**src/inc/eeec_regs.vh**
```
`ifndef EEEC_REGS_VH
`define EEEC_REGS_VH

// register indices; the avalon byte address is four times the index
`define EEEC_IDX_CFG3       16'h04D1
`define EEEC_IDX_LBW1       16'h04D4
`define EEEC_IDX_LBW2       16'h04D5
`define EEEC_IDX_LBW3       16'h04D6
`define EEEC_IDX_PCS_CTRL   16'h3000
`define EEEC_IDX_PCS_STAT   16'h3001
`define EEEC_IDX_EEE_CAP    16'h3014
`define EEEC_IDX_WAKE_CNT   16'h3016
`define EEEC_IDX_ADV        16'h703C
`define EEEC_IDX_LP_ABIL    16'h703D

// eee_config_three fields
`define EEEC_CFG3_BYPASS    3
`define EEEC_CFG3_NP_DIS    2
`define EEEC_CFG3_RX_SHDN   1
`define EEEC_CFG3_CAP_EN    0
`define EEEC_CFG3_RST       16'h018B

// reserved loop bandwidth registers
`define EEEC_LBW1_RST       16'h7220
`define EEEC_LBW2_RST       16'hFBC1
`define EEEC_LBW3_RST       16'h01C1

// pcs_control_one fields
`define EEEC_PCS_SOFT_RST   15
`define EEEC_PCS_RXCLK_STOP 10
`define EEEC_PCS_CTRL_RST   16'h0400

// pcs_status_one fields
`define EEEC_STAT_TX_RCVD   11
`define EEEC_STAT_RX_RCVD   10
`define EEEC_STAT_TX_NOW    9
`define EEEC_STAT_RX_NOW    8
`define EEEC_STAT_TXCLK_OK  6

// eee_capability fixed value: 100base-tx yes, 1000base-t no
`define EEEC_CAP_VALUE      16'h0002

// advertisement / partner ability field
`define EEEC_ADV_100TX      1

// wake fault counter
`define EEEC_WCNT_RST       16'h0000

`endif

```
**src/hw/eeec_wake_cnt.v**
```verilog
`timescale 1ns/1ps
`default_nettype none

// saturating event counter with clear-on-read
module eeec_wake_cnt #(
	parameter WIDTH = 16
) (
	input  wire             mclk,
	input  wire             clr_all,
	input  wire             inc,
	input  wire             rd_clr,
	output reg  [WIDTH-1:0] count_q
);

	wire at_max; // counter already full
	assign at_max = &count_q;

	// clear on read, but an event in the same cycle is kept as one
	always @(posedge mclk) begin
		if (clr_all) begin
			count_q <= {WIDTH{1'b0}};
		end else if (rd_clr) begin
			count_q <= inc ? {{(WIDTH-1){1'b0}}, 1'b1} : {WIDTH{1'b0}};
		end else if (inc && !at_max) begin
			count_q <= count_q + {{(WIDTH-1){1'b0}}, 1'b1};
		end
		// at all ones further events are dropped, no wrap
	end

endmodule

`default_nettype wire

```
**src/hw/eeec_regs.v**
```verilog
// Summary of operation
// - bypass set: enable bit alone sets advertisement
// - next-page-disable set refuses incoming eee next pages
// - shutdown bit powers down analog rx during quiet
// - enable set: negotiate per advertise/partner registers
// - enable clear: capability and mmd7 registers ignored
// - rx clock stoppable bit permits rx clock stop
// - status bits 11/10 latch lpi received
// - status bits 9/8 show lpi now
// - status bit 6 reads one always
// - capability reads 100tx one, 1000t zero
// - counter increments on each wake fault
// - counter clears on read, saturates
// - pcs reset zeroes wake fault counter
// - advertise bit 1 strap loaded, default one
// - partner ability bit 1 mirrors partner advert
`timescale 1ns/1ps
`default_nettype none
`include "eeec_regs.vh"

module eeec_regs #(
	parameter CNT_WIDTH = 16,
	parameter SYNC_LEN  = 3
) (
	input  wire        mclk,
	input  wire        rst,
	// avalon-mm slave, byte addressed
	input  wire [17:0] avs_address,
	input  wire        avs_read,
	input  wire        avs_write,
	input  wire [31:0] avs_writedata,
	input  wire [3:0]  avs_byteenable,
	output reg  [31:0] avs_readdata,
	output wire        avs_waitrequest,
	// strap pins, asynchronous
	input  wire        strap_eee_en,
	input  wire        strap_adv_100,
	// status from pcs and autoneg, same clock
	input  wire        tx_lpi_now,
	input  wire        rx_lpi_now,
	input  wire        rx_lpi_quiet,
	input  wire        lp_adv_100,
	input  wire        wake_fault,
	// control toward pcs, autoneg and analog
	output reg         an_eee_enable,
	output reg         an_adv_100,
	output reg         an_np_accept,
	output reg         eee_resolved,
	output reg         rx_analog_pwrdn,
	output reg         rx_clk_stop_ok,
	output reg         pcs_soft_rst
);

	// ---------------- strap synchroniser ----------------
	wire [1:0] strap_pin; // raw strap levels
	assign strap_pin = {strap_adv_100, strap_eee_en};

	reg  [SYNC_LEN-1:0] sync_q [0:1]; // per-strap shift chain
	wire [1:0]          strap_stable; // second and third agree
	wire [1:0]          strap_val;    // agreed level

	genvar gi;
	generate
		for (gi = 0; gi < 2; gi = gi + 1) begin : g_sync
			// three flops; only the last two are compared
			always @(posedge mclk) begin
				sync_q[gi] <= {sync_q[gi][SYNC_LEN-2:0], strap_pin[gi]};
			end
			assign strap_stable[gi] = sync_q[gi][1] == sync_q[gi][2];
			assign strap_val[gi]    = sync_q[gi][2];
		end
	endgenerate

	reg       strap_pend_q; // straps not yet captured
	reg [1:0] strap_lat_q;  // captured strap levels

	// capture straps after reset release, once levels settle
	always @(posedge mclk) begin
		if (rst) begin
			strap_pend_q <= 1'b1;
			strap_lat_q  <= 2'b11;
		end else if (strap_pend_q && (&strap_stable)) begin
			strap_pend_q <= 1'b0;
			strap_lat_q  <= strap_val;
		end
	end

	wire strap_load; // one-cycle load of strap-backed bits
	assign strap_load = strap_pend_q & (&strap_stable);

	// ---------------- avalon handshake ----------------
	reg ack_q; // one wait state, then answer

	// waitrequest drops one cycle after the request appears
	assign avs_waitrequest = (avs_read | avs_write) & ~ack_q;

	always @(posedge mclk) begin
		if (rst) begin
			ack_q <= 1'b0;
		end else begin
			ack_q <= (avs_read | avs_write) & ~ack_q;
		end
	end

	wire        wr_fire; // write takes effect at this edge
	wire        rd_take; // read data captured, side effects run
	wire [15:0] idx;     // register index
	assign wr_fire = avs_write & ack_q;
	assign rd_take = avs_read & ~ack_q;
	assign idx     = avs_address[17:2];

	// byte-lane merge of the low half word
	function [15:0] merge16;
		input [15:0] old;
		input [15:0] wd;
		input [1:0]  be;
		begin
			merge16 = {be[1] ? wd[15:8] : old[15:8], be[0] ? wd[7:0] : old[7:0]};
		end
	endfunction

	wire [15:0] wr_val; // write data, unwritten lanes zero
	assign wr_val = merge16(16'h0000, avs_writedata[15:0], avs_byteenable[1:0]);

	// ---------------- address decode ----------------
	reg hit_cfg3;
	reg hit_lbw1;
	reg hit_lbw2;
	reg hit_lbw3;
	reg hit_pctl;
	reg hit_adv;
	reg hit_stat;
	reg hit_wcnt;

	// writable registers and the read-clear status and counter need a hit
	always @* begin
		hit_cfg3 = 1'b0;
		hit_lbw1 = 1'b0;
		hit_lbw2 = 1'b0;
		hit_lbw3 = 1'b0;
		hit_pctl = 1'b0;
		hit_adv  = 1'b0;
		hit_stat = 1'b0;
		hit_wcnt = 1'b0;
		if (idx == `EEEC_IDX_CFG3) begin
			hit_cfg3 = 1'b1;
		end else if (idx == `EEEC_IDX_LBW1) begin
			hit_lbw1 = 1'b1;
		end else if (idx == `EEEC_IDX_LBW2) begin
			hit_lbw2 = 1'b1;
		end else if (idx == `EEEC_IDX_LBW3) begin
			hit_lbw3 = 1'b1;
		end else if (idx == `EEEC_IDX_PCS_CTRL) begin
			hit_pctl = 1'b1;
		end else if (idx == `EEEC_IDX_ADV) begin
			hit_adv = 1'b1;
		end else if (idx == `EEEC_IDX_PCS_STAT) begin
			hit_stat = 1'b1;
		end else if (idx == `EEEC_IDX_WAKE_CNT) begin
			hit_wcnt = 1'b1;
		end
	end

	// ---------------- vendor registers ----------------
	// these survive a pcs reset; only hardware reset touches them
	reg [15:0] cfg3_q; // eee_config_three
	reg [15:0] lbw1_q; // loop_bandwidth_ctrl_one
	reg [15:0] lbw2_q; // loop_bandwidth_ctrl_two
	reg [15:0] lbw3_q; // loop_bandwidth_ctrl_three

	always @(posedge mclk) begin
		if (rst) begin
			cfg3_q <= `EEEC_CFG3_RST;
			lbw1_q <= `EEEC_LBW1_RST;
			lbw2_q <= `EEEC_LBW2_RST;
			lbw3_q <= `EEEC_LBW3_RST;
		end else begin
			if (wr_fire && hit_cfg3) begin
				cfg3_q <= merge16(cfg3_q, avs_writedata[15:0], avs_byteenable[1:0]);
			end else if (strap_load) begin
				// strap overrides only until software writes
				cfg3_q[`EEEC_CFG3_CAP_EN] <= strap_val[0];
			end
			if (wr_fire && hit_lbw1) begin
				lbw1_q <= merge16(lbw1_q, avs_writedata[15:0], avs_byteenable[1:0]);
			end
			if (wr_fire && hit_lbw2) begin
				lbw2_q <= merge16(lbw2_q, avs_writedata[15:0], avs_byteenable[1:0]);
			end
			if (wr_fire && hit_lbw3) begin
				lbw3_q <= merge16(lbw3_q, avs_writedata[15:0], avs_byteenable[1:0]);
			end
		end
	end

	// ---------------- pcs soft reset ----------------
	reg  soft_rst_q; // self-clearing, high one cycle
	wire mmd_rst;    // clears mmd3 and pcs state; mmd7 advert reloads on soft_rst_q

	// a written one pulses for a single cycle, then clears itself
	always @(posedge mclk) begin
		if (rst) begin
			soft_rst_q <= 1'b0;
		end else begin
			soft_rst_q <= wr_fire & hit_pctl & wr_val[`EEEC_PCS_SOFT_RST];
		end
	end

	assign mmd_rst = rst | soft_rst_q;

	// ---------------- mmd3 / mmd7 registers ----------------
	reg rxclk_stop_q; // receive clock stoppable control
	reg adv_100_q;    // advertise 100base-tx eee
	reg tx_rcvd_q;    // tx pcs has seen lpi
	reg rx_rcvd_q;    // rx pcs has seen lpi
	reg stat_rd_q;    // status read captured last edge

	// bits 10 and 15 take writes, 15 self-clears; reserved bits hold zero
	always @(posedge mclk) begin
		if (mmd_rst) begin
			rxclk_stop_q <= 1'b1;
		end else if (wr_fire && hit_pctl && avs_byteenable[1]) begin
			rxclk_stop_q <= avs_writedata[`EEEC_PCS_RXCLK_STOP];
		end
	end

	// pcs reset reloads the captured strap, not the default
	always @(posedge mclk) begin
		if (rst) begin
			adv_100_q <= 1'b1;
		end else if (soft_rst_q) begin
			adv_100_q <= strap_lat_q[1];
		end else if (wr_fire && hit_adv && avs_byteenable[0]) begin
			adv_100_q <= avs_writedata[`EEEC_ADV_100TX];
		end else if (strap_load) begin
			adv_100_q <= strap_val[1];
		end
	end

	// latched lpi seen flags; a new lpi beats the read clear
	always @(posedge mclk) begin
		if (mmd_rst) begin
			tx_rcvd_q <= 1'b0;
			rx_rcvd_q <= 1'b0;
		end else begin
			tx_rcvd_q <= tx_lpi_now | (tx_rcvd_q & ~stat_rd_q);
			rx_rcvd_q <= rx_lpi_now | (rx_rcvd_q & ~stat_rd_q);
		end
	end

	// status read-clear lands one edge after data is captured
	always @(posedge mclk) begin
		stat_rd_q <= 1'b0;
		if (!rst && rd_take && hit_stat) begin
			stat_rd_q <= 1'b1;
		end
	end

	// ---------------- wake fault counter ----------------
	wire [CNT_WIDTH-1:0] wcnt; // current count

	eeec_wake_cnt #(
		.WIDTH   (CNT_WIDTH)
	) u_wcnt (
		.mclk    (mclk),
		.clr_all (mmd_rst),
		.inc     (wake_fault),
		.rd_clr  (rd_take & hit_wcnt),
		.count_q (wcnt)
	);

	// ---------------- readback ----------------
	reg [15:0] rd_val; // value of the addressed register

	// unmapped indices read zero; reserved bits read zero
	always @* begin
		rd_val = 16'h0000;
		if (idx == `EEEC_IDX_CFG3) begin
			rd_val = cfg3_q;
		end else if (idx == `EEEC_IDX_LBW1) begin
			rd_val = lbw1_q;
		end else if (idx == `EEEC_IDX_LBW2) begin
			rd_val = lbw2_q;
		end else if (idx == `EEEC_IDX_LBW3) begin
			rd_val = lbw3_q;
		end else if (idx == `EEEC_IDX_PCS_CTRL) begin
			rd_val[`EEEC_PCS_SOFT_RST]   = soft_rst_q;
			rd_val[`EEEC_PCS_RXCLK_STOP] = rxclk_stop_q;
		end else if (idx == `EEEC_IDX_PCS_STAT) begin
			rd_val[`EEEC_STAT_TX_RCVD]  = tx_rcvd_q;
			rd_val[`EEEC_STAT_RX_RCVD]  = rx_rcvd_q;
			rd_val[`EEEC_STAT_TX_NOW]   = tx_lpi_now;
			rd_val[`EEEC_STAT_RX_NOW]   = rx_lpi_now;
			rd_val[`EEEC_STAT_TXCLK_OK] = 1'b1;
		end else if (idx == `EEEC_IDX_EEE_CAP) begin
			rd_val = `EEEC_CAP_VALUE;
		end else if (idx == `EEEC_IDX_WAKE_CNT) begin
			rd_val = wcnt[15:0];
		end else if (idx == `EEEC_IDX_ADV) begin
			rd_val[`EEEC_ADV_100TX] = adv_100_q;
		end else if (idx == `EEEC_IDX_LP_ABIL) begin
			rd_val[`EEEC_ADV_100TX] = lp_adv_100;
		end
	end

	// data captured with the wait state; stands while the master samples
	always @(posedge mclk) begin
		if (rst) begin
			avs_readdata <= 32'h00000000;
		end else if (rd_take) begin
			avs_readdata <= {16'h0000, rd_val};
		end
	end

	// ---------------- control outputs ----------------
	wire cap_en;  // eee capability enable
	wire bypass;  // advertise bypass
	wire adv_eff; // advertised 100tx eee

	assign cap_en = cfg3_q[`EEEC_CFG3_CAP_EN];
	assign bypass = cfg3_q[`EEEC_CFG3_BYPASS];
	// disabled eee masks the mmd registers entirely
	assign adv_eff = cap_en & (bypass | adv_100_q);

	// registered so autoneg and analog see clean levels
	always @(posedge mclk) begin
		if (rst) begin
			an_eee_enable   <= 1'b0;
			an_adv_100      <= 1'b0;
			an_np_accept    <= 1'b0;
			eee_resolved    <= 1'b0;
			rx_analog_pwrdn <= 1'b0;
			rx_clk_stop_ok  <= 1'b0;
			pcs_soft_rst    <= 1'b0;
		end else begin
			an_eee_enable   <= cap_en;
			an_adv_100      <= adv_eff;
			an_np_accept    <= ~cfg3_q[`EEEC_CFG3_NP_DIS];
			// resolution needs both ends when mmd registers
			eee_resolved    <= adv_eff & (bypass | lp_adv_100);
			rx_analog_pwrdn <= cap_en & cfg3_q[`EEEC_CFG3_RX_SHDN] & rx_lpi_quiet;
			rx_clk_stop_ok  <= cap_en & rxclk_stop_q & rx_lpi_now;
			pcs_soft_rst    <= soft_rst_q;
		end
	end

endmodule

`default_nettype wire

```
**config.mk**
```make
export PLATFORM = sky130hd
export DESIGN_NAME = eeec_regs
export DESIGN_NICKNAME = d
export VERILOG_FILES = /design/src/hw/eeec_wake_cnt.v /design/src/hw/eeec_regs.v
export VERILOG_INCLUDE_DIRS = /design/src /design/src/inc
export SDC_FILE = /design/constraint.sdc
export NUM_CORES = 1
export LEC_CHECK = 0
export ABC_AREA = 1
export BUFFER_PORTS_ARGS = -buffer_cell sky130_fd_sc_hd__buf_2
export CAP_MARGIN = 40
export CORE_AREA = 2 2 112 114
export DETAILED_ROUTE_END_ITERATION = 12
export DIE_AREA = 0 0 114 116
export PLACE_DENSITY = 0.74
export SLEW_MARGIN = 15
export SYNTH_ARGS = -nofsm -noshare
export SYNTH_HDL_FRONTEND = slang
export SYNTH_SLANG_ARGS = --single-unit
```
**constraint.sdc**
```tcl
create_clock -name mclk -period 1.63 [get_ports mclk]
set_input_delay 0.489 -clock mclk [delete_from_list [all_inputs] [get_ports mclk]]
set_output_delay 0.489 -clock mclk [all_outputs]
set_load 0.1 [all_outputs]
```
Yosys cells after proc, flatten, opt, wreduce, memory -nomap -nowiden
Memory sizes are Yosys's and may differ from the RTL's.
Index checks and enable logic that the tools add are counted.

storage, ports and cells
  register bits = 113
  memory bits (writable) = 6
  input port bits = 65
  output and inout bits = 40
  word-level logic and storage cells = 160
  memories kept = 1

operators by class
  $add $sub $neg = 1
  equal/unequal tests = 13
  multiplexer cells = 66
  bitwise operators = 24
  reductions and logical operators = 28

memory list
  memory  depth  width  read ports  clocked after memory_dff  wr ports  RTL line        source
  sync_q  2      3      2           0                         2         eeec_regs.v:58  reg [SYNC_LEN-1:0] sync_q [0:1];

operators by type and width
  kind                                                                     number
  16-bit two-way mux                                                       7
  16-bit by 11-bit equality test with 1-bit output, second input constant  4
  16-bit by 14-bit equality test with 1-bit output, second input constant  4
  1-bit two-way mux                                                        52
  16-bit by 15-bit equality test with 1-bit output, second input constant  2
  2-bit AND reduction                                                      10
  16-bit by 1-bit adder with 16-bit output, second input constant          1
  16-bit AND reduction                                                     1
  1-bit bitwise AND                                                        15
  14-bit two-way mux                                                       1
  1-bit logical AND                                                        12
  4-bit two-way mux                                                        3
  10-bit two-way mux                                                       1
  8-bit two-way mux                                                        1
  6-bit two-way mux                                                        1
  1-bit OR                                                                 6
  2-bit nonzero test                                                       2
  1-bit NOT                                                                3
  3-bit nonzero test                                                       1
  1-bit equality test                                                      2
  1-bit zero test                                                          2
  2-bit inequality test, second input constant                             1

Longest topological paths before layout
  word-level depth = 11
  depth in mapped cells = 11
  depth with buffers taken out = 11

Cells and area by module
Synthesis repeated with hierarchy kept, for this count alone.

second synthesis, totals
  cells, all modules = 813
  area total of the unflattened synthesis = 5866.9 um2

by module, submodules not included
  module         times used  cells an instance  area each (um2)  seq. area each (um2)
  eeec_regs      1           649                4858.4           2042.0
  eeec_wake_cnt  1           164                1008.5           320.3

Least setup slack after synthesis
Ideal clock, no wire load.

  path kind = input to output
  start point = input avs_read
  end point = output avs_waitrequest
  arrival time = 1785 ps
  data required time = 1141 ps
  path slack = -644 ps
  stages = 2
  path buffers = 0
  cell sequence = nor2_1 > nor2_1

between the ends
  word-level cells in the longest chain between the ends = 2

RTL lines
  item               RTL line        source
  start, declared    eeec_regs.v:29  input wire avs_read,
  1-bit OR           eeec_regs.v:95  assign avs_waitrequest = (avs_read | avs_write) & ~ack_q;
  1-bit bitwise AND  eeec_regs.v:95
  end, declared      eeec_regs.v:34  output wire avs_waitrequest,

Every way passes these cells.

Worst setup path after layout
  start point = register u_wcnt.count_q[7]
  end point = register u_wcnt.count_q[7]

between the ends
  word-level cells in the longest chain between the ends = 4
  elaborated cells on any way between the ends = 7
  classes of those cells = 1 x add/sub; 2 x mux; 4 x reduce/logical

RTL lines
  item                                                                              RTL line            source
  start, declared                                                                   eeec_wake_cnt.v:12  output reg [WIDTH-1:0] count_q
  start signal, assigned                                                            eeec_wake_cnt.v:21  count_q <= {WIDTH{1'b0}};
  start signal, assigned                                                            eeec_wake_cnt.v:23  count_q <= inc ? {{(WIDTH-1){1'b0}}, 1'b1} : {WIDTH{1'b0}};
  start signal, assigned                                                            eeec_wake_cnt.v:25  count_q <= count_q + {{(WIDTH-1){1'b0}}, 1'b1};
  branches (longest 4 deep; another with 16-bit by 1-bit adder with 16-bit output)  -

Several ways; the timed one is not identified. The select of a mux whose other input is x is not followed.
A chain may end at the register's enable or synchronous reset.

==> run summary <==
Status -> complete, no violations
Hold Path Cell Cnt -> 1
Final nets -> 1020
Achievable frequency -> 620 MHz
Synthesis Warnings -> 0
Post-Syn Area -> 5900 um^2
Root buffer cell -> clkbuf_16
Worst r2r dst -> u_wcnt.count_q[7]$_SDFFE_PP0P_
TritonCTS Sinks -> 118
FF+latch count, synth -> 118
Routed WL -> 16100 um
Power Total -> 7.53 mW
Clock transition at path regs -> 0.05 ns
Die Y-Extent -> 116 um
Period utilisation layout -> 98.9%
Final setup viols -> 0
Mapped Avg Cell Area -> 7.35 um^2
Placed insts -> 1076
Starting Density -> 49.5%
R2R depth -> 8
CTS tree -> done
Later-pin clock latency in the skew report -> 0.42 ns
Hold path start -> strap_adv_100
First-pass GRT wire length -> 25700 um
Worst Clk Skew -> 0.00624 ns
1st-pass router iterations -> 5
Total die area -> 13200 um^2
Final hold violations -> 0
Max-Cap Viols -> 0
Crit-path max FO -> 8
GRT Overall Usage -> 25.0%
I/O Pins -> 105
Distinct cells, synth -> 39
Period minus WS final -> 1.61 ns
Worst VDD drop -> 0.566 mV
Number of diodes -> 0
Vias in the first global route -> 5337
Power Dens Cells -> 972 nW/um^2
WHS Endpoint -> sync_q[0][3]$_DFF_P_
Post-Route Setup TNS -> 0 ns
Initial antenna violation count -> 0
Max-slew violations -> 0
Critical path origin -> u_wcnt.count_q[7]$_SDFFE_PP0P_
Crit path kind -> reg -> reg
Arrival @ worst endpoint -> 1.95 ns
Worst r2r src -> u_wcnt.count_q[7]$_SDFFE_PP0P_
Vias per cell -> 5.16
RSZ-0062 raised after global routing -> true
R2R setup slack -> 0.02 ns
Port Buffers -> 68
Placer Congestion -> 0.932
Drc violations -> 0
Pin count of the biggest net entering global routing -> 32
Mapped Cells -> 803
Per-cell routed wire length -> 14.5 um
Die Wd -> 114 um
GRT overflow -> 0
Fin cells -> 1112
Crit end category -> flop
TritonCTS Buffers -> 17
Max H-tree Level -> 4
CTS max path bufs -> 2
Area grow syn2layout -> 31.2%
Worst hold slack -> 0.175 ns
Cell Rows -> 40
Util after Layout -> 65.0%
DR vias -> 5740
Layout cells sized above 1 -> 29.9%
WP data required -> 1.97 ns
Critical Path Start Type -> flop
Hold Path Class -> in -> reg
CORE AREA -> 11900 um^2
Static Leak -> 3.54 nW
Final HPWL DP -> 11400 um
Initial DRC Count -> 453
DRT antenna net count -> 0
Sequential fraction of the synthesis area -> 40.0%
==> kinds of logic after synthesis <==
family                   Yosys count  synth area share, %
AO/OA/AOI/OAI                    189                 20.7
other                              1               0.0636
adder cells (fa/ha/maj)            1                0.212
XOR/XNOR                           5                0.742
buffers and inverters            166                 12.6
AND/OR/NAND/NOR                  323                 25.6
flip-flops                       118                 40.0
==> sequential cells by signal (all words and copies together) (netlist names), 6 cells and up <==
signal          count
lbw3_q             16
lbw1_q             16
avs_readdata       16
sync_q              6
u_wcnt.count_q     16
cfg3_q             16
lbw2_q             16
==> Yosys cell counts <==
library cell / n / area (um^2)
nor2_4: 6 / 67.6
o21ai_0: 50 / 250
nand2_2: 3 / 18.8
nor3b_1: 1 / 7.51
nand3b_1: 1 / 7.51
nor2_2: 8 / 50.1
a211oi_2: 29 / 363
nor2_8: 1 / 20.0
clkinv_4: 1 / 8.76
xnor2_1: 2 / 17.5
nand3_4: 4 / 70.1
dfxtp_1: 118 / 2360
nand3_1: 42 / 210
nor2_1: 108 / 405
nand2_1: 116 / 435
inv_2: 13 / 48.8
or2_2: 1 / 6.26
conb_1: 1 / 3.75
inv_1: 111 / 417
o211ai_2: 3 / 37.5
o21a_1: 2 / 15.0
a21oi_1: 59 / 295
clkbuf_1: 12 / 45.0
o21ai_1: 34 / 170
buf_2: 4 / 20.0
buf_6: 5 / 56.3
o21ai_2: 1 / 8.76
and2_1: 1 / 6.26
nor4_1: 1 / 6.26
inv_4: 1 / 6.26
xor2_1: 3 / 26.3
nor3_1: 11 / 55.1
a211oi_1: 2 / 15.0
o211ai_1: 8 / 60.1
nand4_1: 14 / 87.6
ha_1: 1 / 12.5
buf_4: 19 / 143
nand2_4: 5 / 56.3
o31ai_1: 1 / 7.51
==> routing by layer <==
metal,track usage [%],share of wire [%],vias up
li1,-,-,2892
met3,6.38,5.5,32
met1,31.5,44,2644
met4,8.54,1.9,0
met2,42.0,49,172
met5,0,0,-
==> through the flow <==
step                instance area [um^2]  worst slack (ns)
floorplan                           5970          -0.00832
finish                              7740            0.0181
global route                        7740           -0.0805
global placement                    6950            -0.246
detailed placement                  6950            -0.283
CTS                                 7580           0.00323
==> repair_timing <==
item	4_1_cts	5_1_grt
setup endpoints to repair	30	19
hold buffers	0	0
setup buffers	0	6
hold endpoints to repair	0	0
pin swaps	0	10
resized for setup	28	33
==> cells in the final DEF, fill, tap and decap left out, types with 2 or more instances in the layout <==
cell,synthesis,final
nor2_2,8,13
nor2_4,6,10
dfxtp_2,0,8
inv_1,111,110
clkbuf_16,0,17
inv_2,13,14
nand3_4,4,5
a21oi_1,59,59
clkbuf_4,0,2
buf_12,0,10
a211oi_2,29,29
o21ai_0,50,50
o21ai_2,1,2
buf_4,19,100
nand2_2,3,8
conb_1,1,16
nand2_4,5,5
o21a_1,2,2
xnor2_1,2,2
nor3_2,0,3
nand2_1,116,111
a211oi_1,2,2
o21ai_1,34,33
buf_2,4,44
clkbuf_8,0,4
xor2_1,3,3
nand4_1,14,14
nor3_1,11,7
clkinv_2,0,3
dfxtp_1,118,110
o211ai_1,8,8
o211ai_2,3,3
nand3_1,42,40
nor2_1,108,99
clkbuf_1,12,5
==> worst max path at each step <==
stage	slack (ns)	cells past startpoint	endpoint
6_report	0.02	8	u_wcnt.count_q[7]$_SDFFE_PP0P_
5_1_grt	-0.08	8	u_wcnt.count_q[7]$_SDFFE_PP0P_
4_1_cts	0.003	1	an_eee_enable
3_5_place_dp	-0.28	10	avs_readdata[12]$_SDFFE_PP0P_
3_3_place_gp	-0.25	11	u_wcnt.count_q[6]$_SDFFE_PP0P_
2_1_floorplan	-0.008	9	lbw3_q[15]$_SDFFE_PP0P_
==> cell type report <==
| class | count | area [um^2] |
|---|---|---|
| repair buffers | 157 | 1200 |
| well taps | 147 | 184 |
| clock buffers | 26 | 499 |
| flip-flops and latches | 118 | 2370 |
| multi-input cells | 534 | 2960 |
| fillers | 1010 | 4170 |
| clock inverters | 4 | 45.0 |
| inverters | 126 | 480 |
==> critical path, cell delays in order (launching register included) <==
cell     delay (ns)
dfxtp_1        0.36
inv_1          0.09
nor3_2         0.22
nand2_1        0.14
o21ai_2        0.20
buf_6          0.16
nor2_1         0.06
xor2_1         0.15
nor2_1         0.16
==> where the power goes <==
part           internal, mW  switching [mW]  total [mW]
registers              2.96          0.0369        2.99
logic                 0.265           0.776        1.04
clock network          2.23            1.26        3.49
No activity file was read; power rests on OpenSTA's default activity.
